**config.mk**
```make
export PLATFORM = sky130hd
export DESIGN_NAME = crsz_top
export DESIGN_NICKNAME = d
export VERILOG_FILES = /design/src/shared/crsz_pkg.sv /design/src/logic/crsz_pos_counter.sv /design/src/logic/crsz_top.sv
export VERILOG_INCLUDE_DIRS = /design/src /design/src/shared
export SDC_FILE = /design/constraint.sdc
export NUM_CORES = 1
export LEC_CHECK = 0
export BUFFER_PORTS_ARGS = -buffer_cell sky130_fd_sc_hd__buf_2
export CAP_MARGIN = 20
export CORE_ASPECT_RATIO = 1.75
export CORE_UTILIZATION = 45
export CTS_CLUSTER_DIAMETER = 200
export DETAILED_ROUTE_END_ITERATION = 8
export PLACE_DENSITY = 0.7
export SYNTH_ARGS = -nofsm -noshare
export SYNTH_HDL_FRONTEND = slang
export SYNTH_SLANG_ARGS = --single-unit
```
**constraint.sdc**
```tcl
create_clock -name core_clk -period 3.4 [get_ports core_clk]
set_clock_uncertainty 0.2 [all_clocks]
set_input_delay 0.34 -clock core_clk [delete_from_list [all_inputs] [get_ports core_clk]]
set_output_delay 0.34 -clock core_clk [all_outputs]
set_load 0.02 [all_outputs]
```
**src/shared/crsz_cfg.svh**
```systemverilog
`ifndef CRSZ_CFG_SVH
`define CRSZ_CFG_SVH

// register byte offsets
`define CRSZ_OFS_GLOBAL_CTRL   8'h60
`define CRSZ_OFS_SEQ_STATE     8'h64
`define CRSZ_OFS_FORMAT        8'h68
`define CRSZ_OFS_RSVD_FIRST    8'h70
`define CRSZ_OFS_RSVD_LAST     8'h7c
`define CRSZ_OFS_ENABLE_RESET  8'hc0
`define CRSZ_OFS_START_X       8'hc8
`define CRSZ_OFS_START_Y       8'hcc

// widths
`define CRSZ_ADDR_W            8
`define CRSZ_DATA_W            16
`define CRSZ_POS_W             11
`define CRSZ_STATE_W           4

// field positions
`define CRSZ_BIT_CONTINUE      8
`define CRSZ_BIT_FORMAT        0
`define CRSZ_BIT_SOFT_RESET    7
`define CRSZ_BIT_ENABLE        0

// reset values
`define CRSZ_RST_DATA          16'h0000
`define CRSZ_RST_POS           11'h000
`define CRSZ_RST_FORMAT        1'b0
`define CRSZ_RST_ENABLE        1'b0

// format select codes
`define CRSZ_FMT_YUV           1'b0
`define CRSZ_FMT_COMPRESSED    1'b1

// state values shown to software
`define CRSZ_SV_IDLE           4'h0
`define CRSZ_SV_ARMED          4'h1
`define CRSZ_SV_ACTIVE         4'h2

`endif

```
**src/shared/crsz_pkg.sv**
```systemverilog
`default_nettype none

package crsz_pkg;

  typedef enum logic [2:0] {
    CRSZ_ST_IDLE   = 3'b001,
    CRSZ_ST_ARMED  = 3'b010,
    CRSZ_ST_ACTIVE = 3'b100
  } crsz_state_type;

endpackage

`default_nettype wire

```
**src/logic/crsz_pos_counter.sv**
```systemverilog
`timescale 1ns/1ns
`default_nettype none

module crsz_pos_counter #(
  parameter int W = 11
) (
  // clock and reset
  input  wire logic         core_clk,
  input  wire logic         rst,
  // control
  input  wire logic         cnt_en,
  input  wire logic         clr,
  input  wire logic         step,
  // position
  output logic [W-1:0]      pos
);

  logic [W-1:0] pos_ff;

  // saturates so an oversize frame never wraps back into the window
  always_ff @(posedge core_clk) begin
    if (rst) begin
      pos_ff <= '0;
    end else if (cnt_en) begin
      if (clr) begin
        pos_ff <= '0;
      end else if (step && (pos_ff != {W{1'b1}})) begin
        pos_ff <= pos_ff + {{(W-1){1'b0}}, 1'b1};
      end
    end
  end

  assign pos = pos_ff;

endmodule

`default_nettype wire

```
**src/logic/crsz_top.sv**
```systemverilog
// Function
// - Writing one to bit 8 of the global control register forwards the following frame too.
// - The capture state register shows the sequencer state as a four-bit value in bits 3:0.
// - Bit 0 of the format register selects pixel data (0) or compressed image data (1).
// - In compressed format every resizer setting except the control register is ignored.
// - Writing one to bit 7 of the control register soft-resets the resizer; zero does nothing.
// - Enable bit 0 low stops the resize logic clock; high enables the resizer.
// - All registers stay readable and writable while the resizer is disabled.
// - Reading the enable bit returns the present enable state.
// - Capture of each frame starts at the 11-bit start X pixel position.
`timescale 1ns/1ns
`default_nettype none
`include "crsz_cfg.svh"

module crsz_top
  import crsz_pkg::*;
(
  // clock and reset
  input  wire logic                      core_clk,
  input  wire logic                      rst,
  // register port
  input  wire logic [`CRSZ_ADDR_W-1:0]   reg_addr,
  input  wire logic [`CRSZ_DATA_W-1:0]   reg_wdata,
  input  wire logic                      reg_wr,
  input  wire logic                      reg_rd,
  output logic      [`CRSZ_DATA_W-1:0]   reg_rdata,
  // capture request
  input  wire logic                      capture_start,
  // camera capture side
  input  wire logic                      cam_frame_start,
  input  wire logic                      cam_frame_end,
  input  wire logic                      cam_line_start,
  input  wire logic                      cam_line_end,
  input  wire logic                      cam_pixel_valid,
  input  wire logic [`CRSZ_DATA_W-1:0]   cam_pixel_data,
  // image codec side
  output logic                           codec_frame_start,
  output logic                           codec_frame_end,
  output logic                           codec_valid,
  output logic      [`CRSZ_DATA_W-1:0]   codec_data,
  // resize clock enable
  output logic                           resize_clk_en
);

  crsz_state_type              state_ff;
  crsz_state_type              nxt_state;
  logic                        enable_ff;
  logic                        format_ff;
  logic [`CRSZ_POS_W-1:0]      start_x_ff;
  logic [`CRSZ_POS_W-1:0]      start_y_ff;
  logic                        cont_pending_ff;
  logic [`CRSZ_DATA_W-1:0]     rdata_ff;
  logic [`CRSZ_DATA_W-1:0]     nxt_rdata;
  logic                        frame_start_ff;
  logic                        frame_end_ff;
  logic                        valid_ff;
  logic [`CRSZ_DATA_W-1:0]     data_ff;

  logic                        wr_global;
  logic                        wr_format;
  logic                        wr_ctrl;
  logic                        wr_start_x;
  logic                        wr_start_y;
  logic                        soft_reset;
  logic                        cont_set;
  logic                        cont_take;
  logic                        seq_rst;
  logic                        compressed;
  logic                        in_window;
  logic                        frame_done;
  logic [`CRSZ_POS_W-1:0]      pos_x;
  logic [`CRSZ_POS_W-1:0]      pos_y;
  logic [`CRSZ_STATE_W-1:0]    state_value;

  // write decode
  always_comb begin
    wr_global  = 1'b0;
    wr_format  = 1'b0;
    wr_ctrl    = 1'b0;
    wr_start_x = 1'b0;
    wr_start_y = 1'b0;
    if (reg_wr) begin
      if (reg_addr == `CRSZ_OFS_GLOBAL_CTRL) begin
        wr_global = 1'b1;
      end else if (reg_addr == `CRSZ_OFS_FORMAT) begin
        wr_format = 1'b1;
      end else if (reg_addr == `CRSZ_OFS_ENABLE_RESET) begin
        wr_ctrl = 1'b1;
      end else if (reg_addr == `CRSZ_OFS_START_X) begin
        wr_start_x = 1'b1;
      end else if (reg_addr == `CRSZ_OFS_START_Y) begin
        wr_start_y = 1'b1;
      end
    end
  end

  assign soft_reset = wr_ctrl && reg_wdata[`CRSZ_BIT_SOFT_RESET];
  assign seq_rst    = rst || soft_reset;
  assign cont_set   = wr_global && reg_wdata[`CRSZ_BIT_CONTINUE];
  assign compressed = (format_ff == `CRSZ_FMT_COMPRESSED);

  // enable lives outside the soft reset so a reset write can also set it
  always_ff @(posedge core_clk) begin
    if (rst) begin
      enable_ff <= `CRSZ_RST_ENABLE;
    end else if (wr_ctrl) begin
      enable_ff <= reg_wdata[`CRSZ_BIT_ENABLE];
    end
  end

  assign resize_clk_en = enable_ff;

  // configuration registers take writes whatever the enable state
  always_ff @(posedge core_clk) begin
    if (seq_rst) begin
      format_ff <= `CRSZ_RST_FORMAT;
    end else if (wr_format) begin
      format_ff <= reg_wdata[`CRSZ_BIT_FORMAT];
    end
  end

  always_ff @(posedge core_clk) begin
    if (seq_rst) begin
      start_x_ff <= `CRSZ_RST_POS;
    end else if (wr_start_x) begin
      start_x_ff <= reg_wdata[`CRSZ_POS_W-1:0];
    end
  end

  always_ff @(posedge core_clk) begin
    if (seq_rst) begin
      start_y_ff <= `CRSZ_RST_POS;
    end else if (wr_start_y) begin
      start_y_ff <= reg_wdata[`CRSZ_POS_W-1:0];
    end
  end

  // continue request: a new write wins over the frame-end consumption
  always_ff @(posedge core_clk) begin
    if (seq_rst) begin
      cont_pending_ff <= 1'b0;
    end else if (cont_set) begin
      cont_pending_ff <= 1'b1;
    end else if (cont_take) begin
      cont_pending_ff <= 1'b0;
    end
  end

  // window position counters, frozen with the resize clock
  crsz_pos_counter #(
    .W (`CRSZ_POS_W)
  ) u_pos_x (
    .core_clk (core_clk),
    .rst      (seq_rst),
    .cnt_en   (enable_ff),
    .clr      (cam_line_start),
    .step     (cam_pixel_valid),
    .pos      (pos_x)
  );

  crsz_pos_counter #(
    .W (`CRSZ_POS_W)
  ) u_pos_y (
    .core_clk (core_clk),
    .rst      (seq_rst),
    .cnt_en   (enable_ff),
    .clr      (cam_frame_start),
    .step     (cam_line_end),
    .pos      (pos_y)
  );

  // compressed data bypasses the window entirely
  always_comb begin
    if (compressed) begin
      in_window = 1'b1;
    end else begin
      in_window = (pos_x >= start_x_ff) && (pos_y >= start_y_ff);
    end
  end

  assign frame_done = (state_ff == CRSZ_ST_ACTIVE) && cam_frame_end;
  // continuous mode belongs to the ignored settings in compressed format
  assign cont_take  = enable_ff && frame_done && cont_pending_ff && !compressed;

  // capture sequencer
  always_comb begin
    nxt_state = state_ff;
    case (state_ff)
      CRSZ_ST_IDLE: begin
        if (capture_start) begin
          nxt_state = CRSZ_ST_ARMED;
        end
      end
      CRSZ_ST_ARMED: begin
        if (cam_frame_start) begin
          nxt_state = CRSZ_ST_ACTIVE;
        end
      end
      CRSZ_ST_ACTIVE: begin
        if (cam_frame_end) begin
          if (cont_pending_ff && !compressed) begin
            nxt_state = CRSZ_ST_ARMED;
          end else begin
            nxt_state = CRSZ_ST_IDLE;
          end
        end
      end
      default: begin
        nxt_state = CRSZ_ST_IDLE;
      end
    endcase
  end

  always_ff @(posedge core_clk) begin
    if (seq_rst) begin
      state_ff <= CRSZ_ST_IDLE;
    end else if (enable_ff) begin
      state_ff <= nxt_state;
    end
  end

  always_comb begin
    case (state_ff)
      CRSZ_ST_ARMED: begin
        state_value = `CRSZ_SV_ARMED;
      end
      CRSZ_ST_ACTIVE: begin
        state_value = `CRSZ_SV_ACTIVE;
      end
      default: begin
        state_value = `CRSZ_SV_IDLE;
      end
    endcase
  end

  // codec-side outputs, all registered
  always_ff @(posedge core_clk) begin
    if (seq_rst) begin
      frame_start_ff <= 1'b0;
      frame_end_ff   <= 1'b0;
    end else begin
      frame_start_ff <= enable_ff && (state_ff == CRSZ_ST_ARMED) && cam_frame_start;
      frame_end_ff   <= enable_ff && frame_done;
    end
  end

  always_ff @(posedge core_clk) begin
    if (seq_rst) begin
      valid_ff <= 1'b0;
    end else begin
      valid_ff <= enable_ff && (state_ff == CRSZ_ST_ACTIVE) && cam_pixel_valid
                  && in_window;
    end
  end

  // data register only loads on a forwarded pixel to save toggling
  always_ff @(posedge core_clk) begin
    if (seq_rst) begin
      data_ff <= `CRSZ_RST_DATA;
    end else if (enable_ff && (state_ff == CRSZ_ST_ACTIVE) && cam_pixel_valid
                 && in_window) begin
      data_ff <= cam_pixel_data;
    end
  end

  assign codec_frame_start = frame_start_ff;
  assign codec_frame_end   = frame_end_ff;
  assign codec_valid       = valid_ff;
  assign codec_data        = data_ff;

  // read decode; write-only bits and reserved space read as zero
  always_comb begin
    nxt_rdata = `CRSZ_RST_DATA;
    if (reg_addr == `CRSZ_OFS_SEQ_STATE) begin
      nxt_rdata[`CRSZ_STATE_W-1:0] = state_value;
    end else if (reg_addr == `CRSZ_OFS_FORMAT) begin
      nxt_rdata[`CRSZ_BIT_FORMAT] = format_ff;
    end else if (reg_addr == `CRSZ_OFS_ENABLE_RESET) begin
      nxt_rdata[`CRSZ_BIT_ENABLE] = enable_ff;
    end else if (reg_addr == `CRSZ_OFS_START_X) begin
      nxt_rdata[`CRSZ_POS_W-1:0] = start_x_ff;
    end else if (reg_addr == `CRSZ_OFS_START_Y) begin
      nxt_rdata[`CRSZ_POS_W-1:0] = start_y_ff;
    end
  end

  // read port is not gated by the enable bit
  always_ff @(posedge core_clk) begin
    if (rst) begin
      rdata_ff <= `CRSZ_RST_DATA;
    end else if (reg_rd) begin
      rdata_ff <= nxt_rdata;
    end else begin
      rdata_ff <= `CRSZ_RST_DATA;
    end
  end

  assign reg_rdata = rdata_ff;

endmodule

`default_nettype wire

```
==> results.md <==
* Starting Density at 46.2%
* Syn Inst Count at 467
* Clock transition at path regs at 0.06 ns
* Fin. max-slew vios at 0
* Crit-path max FO at 17
* Relative slew slack at 48.6%
* Synth area leader: dfxtp_1
* Die width at 73.1 um
* Avg WL per Cell at between 10 and 15 um
* WL final at 9570 um
* Worst-Margin Slew at 0.765 ns
* YS warnings at 0
* Clk buf depth at 2
* Synth unique cells at 54
* Ys async rst share at 0%
* Area of the multi-input gates at ~2200 um^2
* R2R depth at 8
* CP required at 3.46 ns
* Final core occ at 55.2%
* Post-synth EDFFs at 0
* Max Freq at 368 MHz
* Setup TNS at 0 ns
* Fraction of layout cells with a size suffix above 1 at about a fifth
* CTS tree: yes
* Sequential-to-total area share from yosys stat at 40.3%
* PortBufs at 75
* Fillers at about 820
* Final Cell Area at ~4800 um^2
* GRT overflow at 0
* VDD IR max at 242 uV
* Hold Violations, Final at 0
* Detail Placement HPWL at 7320 um
* Core area at around 8600 um^2
* Power per cell area at between 400 and 500 nW/um^2
* Cts repair resizes at 0
* Final Net Count at 613
* Clock Latency Late Sink at 0.34 ns
* Psw at between 0.4 and 0.5 mW
* Area share of the largest cell type after synthesis at between 40 and 50%
* Post-synthesis mux area share at 4.03%
* DRC Markers at 0
* GRT Util Overall at a little under a quarter
* Int Pwr at 1.59 mW
* First-pass GRT wire length at 16,000 um
* Post-synthesis xor/xnor area fraction at 3.30%
* Clock sink total at 80
* Comb pwr share at between 3 and 4%
* Arr. time, crit path at 2.78 ns
* Largest net degree at the start of global routing at 33
* Clock power share at 49.2%
* Hold Buf Count CTS at 0
* H-tree depth at 3
* Vias per std cell at 5.41
* CTS Buf Count at 9
* Antenna-violating nets left at 0
* Setup crit start kind: flip-flop
* Die extent in y at around 130 um
* Crit end category: flip-flop
* Area Overhead vs Synth at 19.5%
* Syn Area/Cell at approximately 8.5 um^2
* Synth Area in Compound Gates at 15.3%
* DRT iter0 DRCs at 261
* Outcome: finished, final reports clean
* CTS root buf: clkbuf_16
* Synth Register Bits at 80
* Register area at 1600 um^2
* RSZ-0062 raised after global routing: no
* Tcrit/Tclk final at 79.8%
* Leakage Power at around 1.9 nW
* Setup violations, final at 0
* Max cap viols at 0
* Routability cong. at 0.928
* Vias at 3,570
* Ant diodes at 0
* Worst Hold Class: in2reg
* Placed inst area at 4440 um^2
* Top_reg_cell synth: dfxtp_1
* Post-synthesis adder-cell area fraction at 7.55%
* Area contributors post-synth: dfxtp_1 40%, ha_1 7.5%, a21oi_1 5.4%
* Die Footprint at 9230 um^2
* 1st-pass router iterations at 4
* Rows at 45
* Final min period at ~2.7 ns
* Initial antenna violation count at 0
* Setup CP Type: reg2reg
* Largest family of logic cells by synthesized area: simple AND/OR/NAND/NOR gates
* Setup bufs post-CTS at 0
* Switching share of total power at 20.6%
* Synthesized cell area at 3980 um^2
* Number of global-route vias before repair at 3,482
* Simple-gate share of the synthesized area at a little under a quarter
* Seq pwr share at between 40% and 50%
* Hold depth at 2
* # IOs at 86
-- path summary, 6_finish.rpt --
path | start | to | slack, ns
min | rst | resize_clk_en$_SDFFE_PP0N_ | 0.02
min reg2reg | codec_data[4]$_SDFFE_PP0P_ | codec_data[4]$_SDFFE_PP0P_ | 0.27
max reg2reg | start_x_ff[4]$_SDFFE_PP0P_ | codec_data[1]$_SDFFE_PP0P_ | 0.69
max | start_x_ff[4]$_SDFFE_PP0P_ | codec_data[1]$_SDFFE_PP0P_ | 0.69
-- cell type report --
| cell class | count | share of cell area (%) |
|---|---|---|
| multi-input cells | 340 | 45.6 |
| well taps | 117 | 3.08 |
| inverters | 28 | 2.21 |
| flip-flops and latches | 80 | 33.7 |
| clock inverters | 2 | 0.790 |
| clock buffers | 13 | 5.69 |
| repair buffers | 80 | 8.95 |
-- power by group through the flow --
stage	clock, mW	combinational (mW)	sequential [mW]
after floorplan	0	0.0386	0.959
after global placement	0	0.0772	0.959
after detailed placement	0	0.0783	0.959
after CTS	1.00	0.0788	0.938
after global routing	1.05	0.0861	0.938
final	0.985	0.0785	0.938
-- critical path, stage by stage, from the launching register on --
cell	delay (ns)
dfxtp_1	0.36
inv_1	0.06
ha_1	0.31
a21oi_1	0.15
o21ai_0	0.13
a2111oi_1	0.49
o21a_1	0.61
o21ai_0	0.16
a21oi_1	0.17
-- registers in the layout, summed over array words and instances, names as in the netlist, 3 cells and up --
signal	cells
u_pos_x.pos	11
state_ff	3
start_x_ff	11
start_y_ff	11
codec_data	16
u_pos_y.pos	11
reg_rdata	11
-- cells by family after synthesis --
| group | after synthesis |
|---|---|
| AO/OA/AOI/OAI | 99 |
| XOR/XNOR | 15 |
| adder cells (fa/ha/maj) | 24 |
| buffers and inverters | 51 |
| flip-flops | 80 |
| multiplexers | 16 |
| other | 1 |
| AND/OR/NAND/NOR | 181 |
-- routing by layer --
layer / up-vias / global-route usage, % / wire [um]
met5: - / 0 / 0
met4: 0 / 11.0 / 248
met3: 20 / 5.80 / 467
met2: 97 / 41.6 / 5260
met1: 1662 / 22.6 / 3590
li1: 1791 / - / -
-- layout by cell type (no fill, tap or decap), types with 2 or more instances in the layout --
cell       instances
dfxtp_1           80
buf_2             75
nor2_1            56
a21oi_1           43
nand3_1           41
inv_1             28
nand2_1           25
ha_1              24
mux2i_1           16
o21ai_0           14
nor3_1            12
a22oi_1           12
o21ai_1           11
xnor2_1           11
nand4_1            9
clkbuf_16          9
and3_1             8
a31oi_1            5
conb_1             5
nor2b_1            4
xor2_1             4
buf_4              4
clkbuf_8           3
nand4bb_1          2
and2_1             2
and4_1             2
nand3b_1           2
nand2b_1           2
o21bai_1           2
or3_1              2
nor4_1             2
o21a_1             2
-- per-stage QoR --
step	power, mW	cells	hold WS, ns	worst slack [ns]
after floorplan	0.997	471	0.212	1.21
after global placement	1.04	645	0.254	0.835
after detailed placement	1.04	645	0.266	0.740
after CTS	2.02	660	0.0170	0.712
after global routing	2.07	660	0.0352	0.476
final	2.00	660	0.0247	0.686
-- Yosys cell counts (all sizes together) (2+ instances only) --
| master | instances |
|---|---|
| dfxtp | 80 |
| a31oi | 5 |
| nand4bb | 2 |
| mux2i | 16 |
| xnor2 | 11 |
| clkbuf | 7 |
| buf | 16 |
| inv | 28 |
| and3 | 8 |
| ha | 24 |
| a2111oi | 2 |
| o21ai | 25 |
| nor2b | 4 |
| nor3 | 13 |
| and4 | 2 |
| nand3 | 41 |
| a22oi | 12 |
| a21oi | 43 |
| nand4 | 10 |
| and2 | 2 |
| nor2 | 57 |
| xor2 | 4 |
| o21bai | 2 |
| o21a | 2 |
| nand2 | 25 |
| or3 | 2 |
| nand2b | 2 |
| nor4 | 4 |
| nand3b | 2 |
Note: power is estimated with default switching activity, not from simulation.
